`src/hw/tcac_pkg.sv`:
```
// Purpose: Shared constants and types for the two-channel alarm control block.
// Assumes: 200 MHz clock; 16-bit register words reached by register index.
// Notes: Register indices follow the holding-register numbering of the device.
package tcac_pkg;
    // Register indices (holding register numbers).
    localparam logic [15:0] TCAC_IDX_DOUT = 16'h9C4D;
    localparam logic [15:0] TCAC_IDX_STATUS = 16'h9C4E;
    localparam logic [15:0] TCAC_IDX_TRIG_LO1 = 16'h9C55;
    localparam logic [15:0] TCAC_IDX_TRIG_HI1 = 16'h9C57;
    localparam logic [15:0] TCAC_IDX_TRIG_LO2 = 16'h9C59;
    localparam logic [15:0] TCAC_IDX_TRIG_HI2 = 16'h9C5B;
    localparam logic [15:0] TCAC_IDX_CTRL = 16'h9C5D;
    // Control word field positions.
    localparam int TCAC_CH_STRIDE = 4;
    localparam int TCAC_B_EN = 0;
    localparam int TCAC_B_OUT = 1;
    localparam int TCAC_B_POL = 2;
    localparam int TCAC_B_LOCK = 3;
    localparam int TCAC_B_VPOFF = 8;
    localparam int TCAC_B_SFOFF = 9;
    localparam int TCAC_B_SPZERO = 10;
    localparam int TCAC_B_VCLOSE = 11;
    // Status word field positions.
    localparam int TCAC_S_CH1 = 0;
    localparam int TCAC_S_CH2 = 1;
    localparam int TCAC_S_VP = 2;
    localparam int TCAC_S_SF = 3;
    // Reset values.
    localparam logic [15:0] TCAC_CTRL_RST = 16'h0000;
    localparam logic [15:0] TCAC_TRIG_RST = 16'h0000;
    // Valve power level that counts as full power.
    localparam logic [15:0] TCAC_VP_FULL = 16'h0C80;
    // Valve power timeout: 5 minutes at 200 MHz.
    localparam longint TCAC_VP_TIME_S = 300;
    localparam longint TCAC_CLK_HZ = 200000000;
    localparam longint TCAC_VP_CYCLES = TCAC_VP_TIME_S * TCAC_CLK_HZ;
    // Valve modes.
    typedef enum logic [1:0] {
        TCAC_VM_AUTO = 2'b01,
        TCAC_VM_CLOSED = 2'b10,
        TCAC_VM_PURGE = 2'b11
    } tcac_vmode_t;
endpackage : tcac_pkg

```
`src/hw/tcac_if.sv`:
```
// Purpose: Carrier between the alarm top and its per-channel comparators.
// Assumes: One clock domain.
// Notes: Top drives settings and clears; the channel drives its status.
`timescale 1ns/1ps
interface tcac_if;
    logic enable;
    logic polarity;
    logic lock;
    logic [15:0] value;
    logic [15:0] trig_lo;
    logic [15:0] trig_hi;
    logic clear;
    logic status;
    modport top (output enable, polarity, lock, value, trig_lo, trig_hi, clear, input status);
    modport chan (input enable, polarity, lock, value, trig_lo, trig_hi, clear, output status);
endinterface : tcac_if

```
`src/hw/tcac_channel.sv`:
```
// Purpose: One threshold alarm channel with hysteresis and lock mode.
// Assumes: Settings and value are synchronous to clk.
// Notes: Status is the channel alarm state.
`timescale 1ns/1ps
module tcac_channel
    import tcac_pkg::*;
(
    input wire logic clk,
    input wire logic rst,
    tcac_if.chan ch
);
    logic cond_q;
    logic cond_d;
    logic stat_q;
    logic stat_d;
    wire above_hi = ch.value > ch.trig_hi;
    wire below_lo = ch.value < ch.trig_lo;

    // Hysteresis condition; strict compare so equality never triggers.
    assign cond_d = !ch.enable ? 1'b0 :
        ch.polarity ? (above_hi ? 1'b1 : (below_lo ? 1'b0 : cond_q)) :
        (below_lo ? 1'b1 : (above_hi ? 1'b0 : cond_q));
    // Status follows the condition, or latches in lock mode until cleared; set wins.
    assign stat_d = !ch.enable ? 1'b0 :
        !ch.lock ? cond_d :
        (cond_d ? 1'b1 : (ch.clear ? 1'b0 : stat_q));

    // State registers.
    always_ff @(posedge clk) begin
        if (rst) begin
            cond_q <= 1'b0;
            stat_q <= 1'b0;
        end else begin
            cond_q <= cond_d;
            stat_q <= stat_d;
        end
    end
    assign ch.status = stat_q;

    // Latched status survives the condition until a clear.
    a_lock_holds: assert property (@(posedge clk) disable iff (rst)
        ch.lock && ch.enable && stat_q && !ch.clear && $stable(ch.lock) |=> stat_q)
        else $error("locked status dropped without clear");
    // Disabled channel is inert.
    a_disabled_inert: assert property (@(posedge clk) disable iff (rst)
        !ch.enable |=> !stat_q) else $error("disabled channel raised status");
    // Equality with the high point never raises an idle upward alarm.
    a_equal_no_trig: assert property (@(posedge clk) disable iff (rst)
        ch.enable && ch.polarity && !cond_q && ch.value == ch.trig_hi |=> !cond_q)
        else $error("alarm raised on equality");
    // Upward alarm stays set inside the dead band.
    a_hyst_band: assert property (@(posedge clk) disable iff (rst)
        ch.enable && ch.polarity && cond_q && !below_lo |=> cond_q)
        else $error("alarm cleared inside dead band");
    // Downward alarm sets below the low point.
    a_down_set: assert property (@(posedge clk) disable iff (rst)
        ch.enable && !ch.polarity && below_lo |=> cond_q)
        else $error("downward alarm not set");
endmodule : tcac_channel

```
`src/hw/tcac_top.sv`:
```
// Purpose: Two-channel threshold alarm unit with valve and set point overrides.
// Assumes: Register accesses arrive as one-cycle strobes with a register index.
// Notes: Digital outputs, set point and valve mode are registered.
// Behaviour
// - Channel inert unless its enable bit set.
// - Output-enable routes alarm state to digital output.
// - Routed output ignores data register; unrouted follows it.
// - Polarity selects below or above comparison.
// - Without lock, status follows alarm condition.
// - With lock, status holds until written zero.
// - Full valve power five minutes zeroes set point.
// - Sensor failure alarm when enabled by zero.
// - Channel one alarm may zero set point, highest.
// - Channel one alarm may close valve, restore after.
// - Overrides act at once, supersede other settings.
// - Upward alarm sets above high, clears below low.
// - Equality never raises an alarm.
// - Status word bits: ch1, ch2, valve, sensor.
// - Valve bit clearable by zero; sensor bit not.
`timescale 1ns/1ps
module tcac_top
    import tcac_pkg::*;
#(
    parameter longint VP_CYCLES = TCAC_VP_CYCLES
) (
    input wire logic clk,
    input wire logic rst,
    input wire logic reg_wr,
    input wire logic [15:0] reg_idx,
    input wire logic [15:0] reg_wdata,
    output logic [15:0] reg_rdata,
    input wire logic [15:0] mon_value1,
    input wire logic [15:0] mon_value2,
    input wire logic [15:0] valve_power,
    input wire logic sensor_fault_pin,
    input wire logic [15:0] host_set_point,
    input wire tcac_vmode_t host_valve_mode,
    output logic [1:0] digital_out,
    output logic [15:0] set_point_out,
    output tcac_vmode_t valve_mode_out
);
    logic [15:0] ctrl_q;
    logic [15:0] trig_lo_q [2];
    logic [15:0] trig_hi_q [2];
    logic [1:0] dout_q;
    logic vp_alarm_q;
    logic sf_meta_q;
    logic sf_sync_q;
    logic [39:0] vp_cnt_q;
    logic [1:0] dig_q;
    logic [15:0] sp_q;
    tcac_vmode_t vm_q;
    logic [1:0] chan_stat;
    tcac_if chan_bus [2] ();

    // Address decoding and write strobes.
    wire wr_ctrl = reg_wr && reg_idx == TCAC_IDX_CTRL;
    wire wr_stat = reg_wr && reg_idx == TCAC_IDX_STATUS;
    wire wr_dout = reg_wr && reg_idx == TCAC_IDX_DOUT;

    // Per-channel comparator instances.
    for (genvar i = 0; i < 2; i++) begin : g_chan
        assign chan_bus[i].enable = ctrl_q[i*TCAC_CH_STRIDE + TCAC_B_EN];
        assign chan_bus[i].polarity = ctrl_q[i*TCAC_CH_STRIDE + TCAC_B_POL];
        assign chan_bus[i].lock = ctrl_q[i*TCAC_CH_STRIDE + TCAC_B_LOCK];
        assign chan_bus[i].value = (i == 0) ? mon_value1 : mon_value2;
        assign chan_bus[i].trig_lo = trig_lo_q[i];
        assign chan_bus[i].trig_hi = trig_hi_q[i];
        assign chan_bus[i].clear = wr_stat && !reg_wdata[TCAC_S_CH1 + i];
        assign chan_stat[i] = chan_bus[i].status;
        tcac_channel u_chan (
            .clk(clk),
            .rst(rst),
            .ch(chan_bus[i])
        );
    end

    // Control, trigger and data-out registers.
    always_ff @(posedge clk) begin
        if (rst) begin
            ctrl_q <= TCAC_CTRL_RST;
            dout_q <= 2'b00;
            trig_lo_q <= '{TCAC_TRIG_RST, TCAC_TRIG_RST};
            trig_hi_q <= '{TCAC_TRIG_RST, TCAC_TRIG_RST};
        end else begin
            if (wr_ctrl) ctrl_q <= reg_wdata;
            if (wr_dout) dout_q <= reg_wdata[1:0];
            if (reg_wr && reg_idx == TCAC_IDX_TRIG_LO1) trig_lo_q[0] <= reg_wdata;
            if (reg_wr && reg_idx == TCAC_IDX_TRIG_HI1) trig_hi_q[0] <= reg_wdata;
            if (reg_wr && reg_idx == TCAC_IDX_TRIG_LO2) trig_lo_q[1] <= reg_wdata;
            if (reg_wr && reg_idx == TCAC_IDX_TRIG_HI2) trig_hi_q[1] <= reg_wdata;
        end
    end

    // Valve power timer runs only while power stays at full; enabled by zero.
    // The count saturates, so a long stall at full power cannot wrap and re-arm it.
    wire vp_en = !ctrl_q[TCAC_B_VPOFF];
    wire vp_full = valve_power == TCAC_VP_FULL;
    wire vp_done = vp_cnt_q >= 40'(VP_CYCLES - 1);
    wire vp_set = vp_en && vp_full && vp_done;
    always_ff @(posedge clk) begin
        if (rst) begin
            vp_cnt_q <= 40'h00_0000_0000;
            vp_alarm_q <= 1'b0;
        end else begin
            vp_cnt_q <= (vp_en && vp_full) ? (vp_done ? vp_cnt_q : vp_cnt_q + 40'd1) : '0;
            if (vp_set) vp_alarm_q <= 1'b1;
            else if (wr_stat && !reg_wdata[TCAC_S_VP]) vp_alarm_q <= 1'b0;
        end
    end

    // Sensor fault pin synchroniser.
    // Only the second stage feeds logic; the first may still be settling.
    always_ff @(posedge clk) begin
        if (rst) begin
            sf_meta_q <= 1'b0;
            sf_sync_q <= 1'b0;
        end else begin
            sf_meta_q <= sensor_fault_pin;
            sf_sync_q <= sf_meta_q;
        end
    end
    wire sf_alarm = sf_sync_q && !ctrl_q[TCAC_B_SFOFF];

    // Output routing and channel-one overrides.
    // Data-out writes still land while routed, so unrouting shows the newest word.
    wire ch1_alarm = chan_stat[0];
    logic [1:0] dig_d;
    assign dig_d[0] = ctrl_q[TCAC_B_OUT] ? chan_stat[0] : dout_q[0];
    assign dig_d[1] = ctrl_q[TCAC_CH_STRIDE + TCAC_B_OUT] ? chan_stat[1] : dout_q[1];
    wire sp_zero = (ch1_alarm && ctrl_q[TCAC_B_SPZERO]) || vp_alarm_q;
    wire [15:0] sp_d = sp_zero ? 16'h0000 : host_set_point;
    wire vclose = ch1_alarm && ctrl_q[TCAC_B_VCLOSE];
    tcac_vmode_t vm_d;
    assign vm_d = vclose ? TCAC_VM_CLOSED : host_valve_mode;

    always_ff @(posedge clk) begin
        if (rst) begin
            dig_q <= 2'b00;
            sp_q <= 16'h0000;
            vm_q <= TCAC_VM_AUTO;
        end else begin
            dig_q <= dig_d;
            sp_q <= sp_d;
            vm_q <= vm_d;
        end
    end
    assign digital_out = dig_q;
    assign set_point_out = sp_q;
    assign valve_mode_out = vm_q;

    // Register read-back; status word layout.
    // Unmapped indices read as zero so a stray read cannot show stale data.
    wire [15:0] status_word = {12'h000, sf_alarm, vp_alarm_q, chan_stat};
    assign reg_rdata = (reg_idx == TCAC_IDX_CTRL) ? ctrl_q :
        (reg_idx == TCAC_IDX_STATUS) ? status_word :
        (reg_idx == TCAC_IDX_DOUT) ? {14'h0000, dout_q} :
        (reg_idx == TCAC_IDX_TRIG_LO1) ? trig_lo_q[0] :
        (reg_idx == TCAC_IDX_TRIG_HI1) ? trig_hi_q[0] :
        (reg_idx == TCAC_IDX_TRIG_LO2) ? trig_lo_q[1] :
        (reg_idx == TCAC_IDX_TRIG_HI2) ? trig_hi_q[1] : 16'h0000;

    // Routed output follows the alarm one cycle later.
    a_route_out: assert property (@(posedge clk) disable iff (rst)
        ctrl_q[TCAC_B_OUT] |=> digital_out[0] == $past(chan_stat[0]))
        else $error("routed output does not follow alarm");
    // Unrouted output shows the data register.
    a_unrouted_data: assert property (@(posedge clk) disable iff (rst)
        !ctrl_q[TCAC_B_OUT] |=> digital_out[0] == $past(dout_q[0]))
        else $error("unrouted output lost data value");
    // Set point zero override wins.
    a_sp_zero: assert property (@(posedge clk) disable iff (rst)
        ch1_alarm && ctrl_q[TCAC_B_SPZERO] |=> set_point_out == 16'h0000)
        else $error("set point not forced to zero");
    // Valve mode returns to the host mode whenever the close override is off.
    a_valve_close: assert property (@(posedge clk) disable iff (rst)
        !vclose |=> valve_mode_out == $past(host_valve_mode))
        else $error("valve mode not restored");
    // Valve timeout raises the valve alarm.
    a_vp_timeout: assert property (@(posedge clk) disable iff (rst)
        vp_set |=> vp_alarm_q ##1 set_point_out == 16'h0000)
        else $error("valve timeout did not zero set point");
    // Sensor bit survives a zero write.
    a_sf_sticky: assert property (@(posedge clk) disable iff (rst)
        wr_stat && !reg_wdata[TCAC_S_SF] && sf_alarm && sf_meta_q && !wr_ctrl
        |=> status_word[TCAC_S_SF]) else $error("sensor bit cleared by write");
    // Channel-one alarm with the close option forces the valve closed.
    a_valve_forced: assert property (@(posedge clk) disable iff (rst)
        ch1_alarm && ctrl_q[TCAC_B_VCLOSE] |=> valve_mode_out == TCAC_VM_CLOSED)
        else $error("valve not closed on alarm");
    // Routed second output follows the second alarm one cycle later.
    a_route_two: assert property (@(posedge clk) disable iff (rst)
        ctrl_q[TCAC_CH_STRIDE + TCAC_B_OUT] |=> digital_out[1] == $past(chan_stat[1]))
        else $error("second routed output does not follow alarm");
    // Unrouted second output shows the data register.
    a_unrouted_two: assert property (@(posedge clk) disable iff (rst)
        !ctrl_q[TCAC_CH_STRIDE + TCAC_B_OUT] |=> digital_out[1] == $past(dout_q[1]))
        else $error("second unrouted output lost data value");
    // Data-out register captures a write even while the output is routed.
    a_dout_hold: assert property (@(posedge clk) disable iff (rst)
        wr_dout |=> dout_q == $past(reg_wdata[1:0]))
        else $error("data out write not captured");
    // A zero write clears the valve bit when no new timeout is pending.
    a_vp_clear: assert property (@(posedge clk) disable iff (rst)
        vp_alarm_q && wr_stat && !reg_wdata[TCAC_S_VP] && !vp_set |=> !vp_alarm_q)
        else $error("valve bit not cleared by zero write");
    // A disabled valve alarm keeps its timer at zero.
    a_vp_disabled: assert property (@(posedge clk) disable iff (rst)
        ctrl_q[TCAC_B_VPOFF] |=> vp_cnt_q == 40'h00_0000_0000)
        else $error("valve timer ran while disabled");
    // The valve alarm never rises before the full timeout has elapsed.
    a_vp_no_early: assert property (@(posedge clk) disable iff (rst)
        !vp_alarm_q && vp_cnt_q < 40'(VP_CYCLES - 1) |=> !vp_alarm_q)
        else $error("valve alarm raised before timeout");
    // A fault held on the pin reaches the enabled status bit after two stages.
    a_sf_raise: assert property (@(posedge clk) disable iff (rst)
        sensor_fault_pin ##1 sensor_fault_pin ##1 !ctrl_q[TCAC_B_SFOFF] |-> sf_alarm)
        else $error("sensor failure not reported");
    // Without a channel-one or valve alarm the host set point passes through.
    a_sp_follow: assert property (@(posedge clk) disable iff (rst)
        !chan_stat[0] && !vp_alarm_q |=> set_point_out == $past(host_set_point))
        else $error("set point overridden without alarm");
endmodule : tcac_top

```
`config.mk`:
```
export PLATFORM = sky130hd
export DESIGN_NAME = tcac_top
export DESIGN_NICKNAME = d
export VERILOG_FILES = /design/src/hw/tcac_pkg.sv /design/src/hw/tcac_if.sv /design/src/hw/tcac_channel.sv /design/src/hw/tcac_top.sv
export SDC_FILE = /design/constraint.sdc
export NUM_CORES = 1
export LEC_CHECK = 0
export ABC_AREA = 1
export BUFFER_PORTS_ARGS = -buffer_cell sky130_fd_sc_hd__buf_2
export CORE_MARGIN = 2
export CORE_UTILIZATION = 49
export CTS_CLUSTER_DIAMETER = 80
export CTS_CLUSTER_SIZE = 12
export DETAILED_ROUTE_END_ITERATION = 6
export PLACE_DENSITY = 0.74
export SLEW_MARGIN = 25
export SYNTH_ARGS = -nofsm -noshare
export SYNTH_HDL_FRONTEND = slang
export SYNTH_SLANG_ARGS = --single-unit
```
`constraint.sdc`:
```
create_clock -name clk -period 2.3 [get_ports clk]
set_input_delay 0.115 -clock clk [delete_from_list [all_inputs] [get_ports clk]]
set_output_delay 0.115 -clock clk [all_outputs]
set_load 0.1 [all_outputs]
```
==> impl_metrics.py, run 1 <==
metrics = {
    "sta": {
        "maxSlewViolCount": 0,
        "tightest_slew_ns": 0.579,
        "finClkSkew_ns": 0.00853,
        "max_freq_mhz": 484,
        "setup_viol": 0,
        "finalCritPeriodShare_pct": 89.9,
        "hold_viol_final": 0,
        "rsz0062_at_grt": "false",
        "layout_min_cycle_time_ns": 2.07,
        "whs_ns": 0.0210,
        "relSlewSlack_pct": 61.0,
    },
    "setup_path": {
        "endpoint_kind": "primary output",
        "crit_type": "in2out",
        "r2r_start": "vp_cnt_q[0]$_SDFFE_PP0N_",
        "required_ns": 2.18,
        "worst-path-max-fanout": 17,
        "crit_start": "reg_idx[7]",
        "startpoint_type": "primary input",
        "reg2reg_depth": 10,
        "cp.arrival_ns": 1.95,
    },
    "pwr": {
        "leakagePower_nw": 4.52,
        "p_int_mw": 4.48,
        "p_clk_share_pct": 47.3,
        "seqPwrFrac_pct": 44.0,
        "comb_power_share_pct": 8.8,
        "swShare_pct": 24.4,
        "net-switching-power_mw": 1.44,
        "power_density_nw_per_um2": 564,
        "peakVddDrop_uv": 686,
    },
    "routing": {
        "wirelength_um": 21800,
        "drt_iter0_drc": 477,
        "viasPerCell": 5.10,
        "vias": 8234,
        "wire_per_inst_um": 13.5,
        "ant_nets": 0,
        "drc_errors": 0,
        "first_pass_iters": 5,
    },
    "yosys": {
        "ys_warn_count": 0,
        "syn_nets": 1398,
        "syn_inst": 1233,
        "async_flop_share_pct": 0,
        "yosysMostFrequentCell": "inv_1",
        "synth-main-ff-cell": "dfxtp_1",
        "yosys.cell_types.count": 41,
        "ys_seq_area_share_pct": 34.6,
        "yosys-top-cells-count": "inv_1, nand2_1, nor2_1",
        "syn_area_um2": 8610,
        "ys_ff_latch": 149,
        "syn_area_per_cell_um2": 6.98,
        "synth_edf_count": 0,
        "synth_top_area_share_pct": 34.6,
        "yosys.area.top_type": "dfxtp_1",
        "synth_area_leaders": "dfxtp_1, ha_1, inv_1, nand2_1, nor2_1",
    },
    "clock_network": {
        "clk_pin_slew_worst_paths_ns": 0.06,
        "root_buffer": "clkbuf_16",
        "hold_buffers": 20,
        "post_cts_resize_count": 0,
        "post-cts-setup-buffers": 0,
        "clock_path_buffers": 2,
        "clock_sinks": 149,
        "cts_buffers": 17,
        "tritoncts": "yes",
        "htree_levels": 4,
        "clkLatencyLatePin_ns": 0.43,
    },
    "placed_design": {
        "io_buffers": 137,
        "place_hpwl_um": 16500,
        "gp_congestion": 0.899,
    },
    "global_route": {
        "grt-ovfl-total": 0,
        "grt_pass1_vias": 7581,
        "grt_pass1_wl_um": 35400,
        "antenna_found_initial": 1,
        "grt_usage_pct": 23.8,
        "grt_max_degree": 45,
    },
    "floorplan": {
        "io-pin-count": 138,
        "rows": 48,
        "start_util_pct": 49.9,
        "core_um2": 17200,
        "die-height_um": 137,
        "die_x_um": 137,
        "dieArea_um2": 18600,
    },
    "layout": {
        "area_growth_pct": 21.9,
        "nNetsFinal": 1543,
        "final_util_pct": 60.9,
        "drive_above_1_share_pct": 17.6,
    },
    "flow_run": {
        "drv_cap": 0,
    },
    "hold_path": {
        "hold_path_depth": 3,
        "min-delay-start": "reg_wdata[11]",
        "hp-class": "in2reg",
    },
    "status": {
        "outcome": "finished, final reports clean",
    },
}
kinds of logic after synthesis:
group | Yosys count | synth area share [%]
AOI/OAI and AO/OA | 243 | 17.6
buffers and inverters | 252 | 11.9
DFF | 149 | 34.6
and+or+nand+nor | 526 | 26.7
adders and majority gates | 63 | 9.16
final timing paths:
| kind | to | slack, ns |
|---|---|---|
| min reg2reg | sf_sync_q$_SDFF_PP0_ | 0.42 |
| min | chan_bus[0].trig_hi[11]$_SDFFE_PP0P_ | 0.02 |
| max | reg_rdata[4] | 0.23 |
| max reg2reg | vp_cnt_q[22]$_SDFFE_PP0N_ | 0.26 |
power groups by stage:
stage,Clock [mW],Combinational (mW),Sequential [mW]
5_1_grt,2.93,0.578,2.60
4_1_cts,2.82,0.522,2.60
3_5_place_dp,0,0.493,2.66
2_1_floorplan,0,0.183,2.78
6_report,2.80,0.520,2.60
3_3_place_gp,0,0.483,2.66
registers in the layout, summed over array words and instances, names as in the netlist:
| name | count |
|---|---|
| digital_out | 2 |
| dout_q | 2 |
| sf_meta_q | 1 |
| chan_bus.trig_lo | 32 |
| chan_bus.trig_hi | 32 |
| sf_sync_q | 1 |
| set_point_out | 16 |
| ctrl_q | 16 |
| vp_cnt_q | 40 |
| valve_mode_out | 2 |
| g_chan.u_chan.cond_q | 2 |
| vp_alarm_q | 1 |
| g_chan.u_chan.ch.status | 2 |
layer usage:
metal	track usage [%]	part of all wire (%)	vias up
met4	9.09	2.5	0
met5	0	0	-
li1	-	-	4305
met1	30.0	45	3659
met3	4.11	5.1	39
met2	40.7	47	231
through the flow:
step | cell area [µm²] | worst slack (ns) | TNS, ns | power, mW | std cells
after floorplan | 8650 | -0.721 | -1.72 | 2.97 | 1233
after global placement | 9700 | 0.297 | 0 | 3.14 | 1564
after detailed placement | 9700 | 0.281 | 0 | 3.15 | 1564
after CTS | 10500 | 0.232 | 0 | 5.94 | 1615
after global routing | 10500 | 0.0294 | 0 | 6.11 | 1615
final | 10500 | 0.232 | 0 | 5.92 | 1616
cell type report:
type / count / area [µm²]
clock buffer: 19 / 433
inverter: 211 / 795
clock inverter: 12 / 156
tap: 225 / 282
timing repair buffer: 167 / 1200
multi-input combinational: 832 / 4640
fill: 1530 / 6740
antenna: 1 / 2.50
sequential: 149 / 2980
cells in the final DEF, fill, tap and decap left out, drive strengths merged, types with 2 or more instances in the layout:
cell type    synthesis  routed
o211ai               2       2
nand3               62      62
inv                209     210
a21oi               73      73
nand3b               2       2
buf                 22     147
clkinv               2       9
o21a                 2       2
a31oi                2       2
o21ai               83      83
a211oi              80      80
nor4                 4       4
dfxtp              149     149
dlygate4sd3          0      20
clkbuf              19      19
nand4               11      11
nand2              207     207
ha                  63      63
nor2               216     216
or2                  2       2
bufinv               0       3
nor3                21      21
worst max-delay path, cell delays in order:
cell and delay [ns]:
buf_2 0.10, nor2_2 0.23, nand3b_1 0.25, nor2_4 0.41
nand3_1 0.13, o21ai_0 0.14, o21ai_0 0.12, o21ai_0 0.21
buf_12 0.24
Power figures use the tool's default switching activity.
==> run 2: changes to the inputs <==
- MAX_ROUTING_LAYER: default -> met4
==> run 2 against run 1 <==
Combinational power is 1% higher. Sequential power hardly changed. Sequential cell count stayed put. Sequential share of layout area is 0.22 points lower. Utilization is 0.48 points higher. Clock power is 8.6% higher. Wire length is 0.39% higher. Clock skew is 0.0025 ns lower. Via count is 0.56% higher. Critical path type unchanged.
==> impl_metrics.py, run 2 (synthesis gave the netlist of run 1 again) <==
metrics = {
    "status": {
        "outcome": "finished, final reports clean",
    },
    "global_route": {
        "antenna_found_initial": 1,
        "grt_pass1_wl_um": 35900,
        "grt_pass1_vias": 7701,
        "grt_usage_pct": 24.9,
        "grt_max_degree": 89,
        "grt-ovfl-total": 0,
    },
    "layout": {
        "multi_input_area_um2": 4650,
        "mostFrequentLayoutCells": "inv_1, nand2_1, nor2_1",
        "n_fill_cell": 1530,
        "ff_latch_area_um2": 2980,
        "stdcell_count": 1617,
        "largest_register_ffs": 40,
        "area_growth_pct": 22.9,
        "nNetsFinal": 1544,
        "drive_above_1_share_pct": 17.8,
        "layout_commonest_cell": "inv_1",
        "regMostFlops": "vp_cnt_q",
    },
    "clock_network": {
        "tritoncts": "yes",
        "clk_pin_slew_worst_paths_ns": 0.06,
        "cts_buffers": 17,
        "htree_levels": 4,
        "post-cts-setup-buffers": 0,
        "root_buffer": "clkbuf_16",
        "clkLatencyLatePin_ns": 0.42,
        "clock_path_buffers": 2,
        "clock_sinks": 149,
    },
    "sta": {
        "finClkSkew_ns": 0.00604,
        "whs_ns": 0.0191,
        "rsz0062_at_grt": "false",
        "setup_viol": 0,
        "relSlewSlack_pct": 58.3,
        "hold_viol_final": 0,
        "finalCritPeriodShare_pct": 89.5,
        "max_freq_mhz": 486,
        "layout_min_cycle_time_ns": 2.06,
        "tightest_slew_ns": 0.623,
        "maxSlewViolCount": 0,
    },
    "setup_path": {
        "crit_top_cell": "o21ai_0",
        "worst-path-max-fanout": 12,
        "slowest_stage": "nor2_2",
        "max_stage_delay_ns": 0.27,
        "critPathBufInv": 3,
        "crit_type": "in2out",
        "critPathTopFamily": "simple AND/OR/NAND/NOR gates",
        "cp.arrival_ns": 1.94,
        "required_ns": 2.18,
        "endpoint_kind": "primary output",
        "worstPathCellList": "buf_2 -> nor2_2 -> nand3b_1 -> nor2_2 -> inv_2 -> o21ai_0 -> o21ai_0 -> o21ai_0 -> buf_12",
        "startpoint_type": "primary input",
    },
    "floorplan": {
        "die-height_um": 137,
        "core_um2": 17200,
        "rows": 48,
        "dieArea_um2": 18600,
        "die_x_um": 137,
        "start_util_pct": 49.9,
        "io-pin-count": 138,
    },
    "placed_design": {
        "gp_congestion": 0.935,
        "place_inst": 1565,
        "place_hpwl_um": 16600,
        "io_buffers": 137,
    },
    "routing": {
        "first_pass_iters": 6,
        "vias": 8280,
        "drc_errors": 0,
        "viasPerCell": 5.12,
        "ant_nets": 0,
        "drt_iter0_drc": 595,
        "wirelength_um": 21900,
        "wire_per_inst_um": 13.5,
    },
    "pwr": {
        "power_density_nw_per_um2": 583,
        "leakagePower_nw": 4.55,
        "peakVddDrop_uv": 697,
    },
    "hold_path": {
        "hp-class": "in2reg",
    },
    "flow_run": {
        "drv_cap": 0,
    },
}
-- run 2: cell types whose count changed in the layout (fill, tap and decap cells not counted), sizes merged --
| cell | previous run | this run |
|---|---|---|
| clkinv | 9 | 6 |
| bufinv | 3 | 5 |
| inv | 210 | 209 |
| clkinvlp | 1 | 3 |
| buf | 147 | 148 |
-- run 2: final timing paths --
check                                              start                                   to  slack (ns)  cells past startpoint
worst max register to register  vp_cnt_q[0]$_SDFFE_PP0N_             vp_cnt_q[3]$_SDFFE_PP0N_        0.36                     11
worst max-delay path                          reg_idx[7]                         reg_rdata[4]        0.24                      9
worst min-delay path                        reg_wdata[8]  chan_bus[1].trig_lo[8]$_SDFFE_PP0P_        0.02                      3
worst min register to register      sf_meta_q$_SDFF_PP0_                 sf_sync_q$_SDFF_PP0_        0.43                      2
-- run 2: worst register-to-register path: stages, from the launching register on --
cell	delay [ns]
dfxtp_1	0.37
ha_1	0.18
nand2_1	0.08
nor2_2	0.19
inv_1	0.08
nor3_2	0.17
nand3_1	0.14
nand3_2	0.27
buf_4	0.19
o21ai_0	0.07
nand2_1	0.06
nor2_1	0.04
-- run 2: layer usage --
metal	wire length [µm]	GRT usage, %	vias up
li1	-	-	4299
met1	9780	30.4	3707
met2	10500	42.1	247
met3	1190	4.48	27
met4	386	7.06	0
met5	0	-	-
-- run 2: metrics by stage --
step	util [%]	total power [mW]	area, µm²	setup TNS, ns	worst slack (ns)
after global placement	56.4	3.14	9720	0	0.324
after global routing	61.4	6.36	10600	0	0.0753
after floorplan	-	2.97	8650	-1.72	-0.721
after detailed placement	56.4	3.16	9720	0	0.264
final	61.4	6.16	10600	0	0.242
after CTS	61.3	6.19	10600	0	0.261
-- run 2: where the power goes --
group | internal, mW | switching (mW)
logic | 0.180 | 0.345
registers | 2.60 | 0.00366
clock network | 1.95 | 1.09
total | 4.73 | 1.44
-- run 2: cell type report --
| class | count | area share, % |
|---|---|---|
| multi-input cells | 832 | 43.9 |
| flip-flops and latches | 149 | 28.2 |
| repair buffers | 168 | 11.6 |
| inverters | 211 | 7.51 |
| clock buffers | 19 | 4.19 |
| well taps | 225 | 2.66 |
| clock inverters | 12 | 1.93 |
| diodes | 1 | 0.0237 |
-- run 2: timing repair --
item,CTS,global route
hold buffers,19,1
endpoints found under the setup margin,0,2
resized for setup,0,1
endpoints found under the hold margin,19,1
==> run 3: changes to the inputs <==
- CTS_BUF_LIST: default -> sky130_fd_sc_hd__clkbuf_16
==> run 3 against run 2 <==
Sequential power about the same. Sequential share of layout area about the same. Cell count hardly changed. Clock skew grew 0.0027 ns. First-iteration DRC count grew 6.2%. Critical path depth did not move. Wire length fell by 0.25%. Combinational power barely moved. Clock power is 2% lower. Register-to-register slack about the same. Critical path type unchanged. Largest cell class unchanged.
==> impl_metrics.py, run 3 (synthesis gave the netlist of run 1 again) <==
metrics = {
    "clock_network": {
        "clkLatencyLatePin_ns": 0.42,
        "htree_levels": 4,
        "tritoncts": "yes",
        "root_buffer": "clkbuf_16",
        "clk_pin_slew_worst_paths_ns": 0.06,
        "clock_path_buffers": 2,
        "cts_buffers": 17,
        "clock_sinks": 149,
    },
    "floorplan": {
        "io-pin-count": 138,
        "dieArea_um2": 18600,
        "die-height_um": 137,
        "start_util_pct": 49.9,
        "die_x_um": 137,
        "rows": 48,
        "core_um2": 17200,
    },
    "sta": {
        "relSlewSlack_pct": 57.9,
        "maxSlewViolCount": 0,
        "hold_viol_final": 0,
        "setup_viol": 0,
        "max_freq_mhz": 488,
        "rsz0062_at_grt": "false",
        "tightest_slew_ns": 0.629,
        "finalCritPeriodShare_pct": 89.2,
        "setup_slack_ns": 0.249,
        "finClkSkew_ns": 0.00871,
        "whs_ns": 0.0195,
        "layout_min_cycle_time_ns": 2.05,
    },
    "setup_path": {
        "worstPathCellList": "buf_2 -> nor2_2 -> nand3b_1 -> nor2_2 -> inv_2 -> o21ai_0 -> o21ai_0 -> o21ai_0 -> buf_12",
        "crit_top_cell": "o21ai_0",
        "cp.arrival_ns": 1.94,
        "worst-path-max-fanout": 12,
        "critPathTopFamily": "simple AND/OR/NAND/NOR gates",
        "slowest_stage": "nor2_2",
        "startpoint_type": "primary input",
        "reg2reg_depth": 11,
        "max_stage_delay_ns": 0.27,
        "endpoint_kind": "primary output",
        "critPathBufInv": 3,
        "crit_type": "in2out",
        "path_depth": 9,
        "required_ns": 2.18,
    },
    "pwr": {
        "power_density_nw_per_um2": 578,
        "total_power_mw": 6.11,
        "peakVddDrop_uv": 696,
        "leakagePower_nw": 4.54,
    },
    "flow_run": {
        "drv_cap": 0,
    },
    "routing": {
        "ant_nets": 0,
        "wire_per_inst_um": 13.5,
        "wirelength_um": 21900,
        "drt_iter0_drc": 632,
        "viasPerCell": 5.12,
        "drc_errors": 0,
        "first_pass_iters": 6,
        "vias": 8286,
    },
    "global_route": {
        "grt_pass1_wl_um": 35900,
        "grt_usage_pct": 24.8,
        "grt-ovfl-total": 0,
        "antenna_found_initial": 1,
        "grt_pass1_vias": 7691,
        "grt_max_degree": 89,
    },
    "status": {
        "outcome": "finished, final reports clean",
    },
    "layout": {
        "fin_area_um2": 10600,
        "n_fill_cell": 1533,
        "ff_latch_area_um2": 2980,
        "final_util_pct": 61.3,
        "mostFrequentLayoutCells": "inv_1, nand2_1, nor2_1",
        "nNetsFinal": 1544,
        "multi_input_area_um2": 4650,
        "regMostFlops": "vp_cnt_q",
        "area_growth_pct": 22.8,
        "drive_above_1_share_pct": 17.7,
        "layout_commonest_cell": "inv_1",
        "largest_register_ffs": 40,
    },
    "hold_path": {
        "hp-class": "in2reg",
        "hold_path_depth": 3,
    },
    "placed_design": {
        "postPlaceCellArea_um2": 9720,
        "io_buffers": 137,
        "pre_cts_slack_ns": 0.264,
        "gp_congestion": 0.935,
        "place_hpwl_um": 16600,
    },
}
run 3: timing repair:
item,4_1_cts,5_1_grt
buffers inserted,0,0
gates resized for setup,0,1
endpoints found under the setup margin,0,2
hold buffers,19,1
hold endpoints to repair,19,1
run 3: metal layers:
| layer | wire [µm] | global-route usage (%) | up-vias |
|---|---|---|---|
| li1 | - | - | 4293 |
| met1 | 9710 | 30.4 | 3720 |
| met2 | 10500 | 42.0 | 245 |
| met3 | 1310 | 4.48 | 28 |
| met4 | 309 | 7.06 | 0 |
| met5 | 0 | - | - |
run 3: where the power goes:
| part | switching (mW) | internal [mW] | leakage, nW |
|---|---|---|---|
| registers | 0.00362 | 2.60 | 1.20 |
| clock network | 1.07 | 1.91 | 0.304 |
| logic | 0.344 | 0.180 | 3.04 |
run 3: area by class of cell:
cell class                      instances  share of cell area (%)
Antenna cell                            2                  0.0473
Sequential cell                       149                    28.2
Tap cell                              225                    2.66
Inverter                              211                    7.52
Clock inverter                         14                    2.00
Multi-Input combinational cell        832                    44.0
Clock buffer                           17                    4.02
Timing Repair Buffer                  168                    11.6
run 3: metrics by stage:
stage / std cells / TNS (ns)
after floorplan: 1233 / -1.72
after global placement: 1565 / 0
after detailed placement: 1565 / 0
after CTS: 1615 / 0
after global routing: 1617 / 0
final: 1618 / 0
run 3: worst paths after layout:
check / start / endpoint / slack, ns
max: reg_idx[7] / reg_rdata[4] / 0.25
min reg2reg: sf_meta_q$_SDFF_PP0_ / sf_sync_q$_SDFF_PP0_ / 0.43
min: reg_wdata[8] / chan_bus[1].trig_lo[8]$_SDFFE_PP0P_ / 0.02
max reg2reg: vp_cnt_q[0]$_SDFFE_PP0N_ / vp_cnt_q[3]$_SDFFE_PP0N_ / 0.35
run 3: worst reg2reg max path: stages, from the launching register on:
cell and delay [ns]:
dfxtp_1 0.37, ha_1 0.18, nand2_1 0.08, nor2_2 0.19
inv_1 0.08, nor3_2 0.17, nand3_1 0.14, nand3_2 0.27
buf_4 0.19, o21ai_0 0.07, nand2_1 0.06, nor2_1 0.04
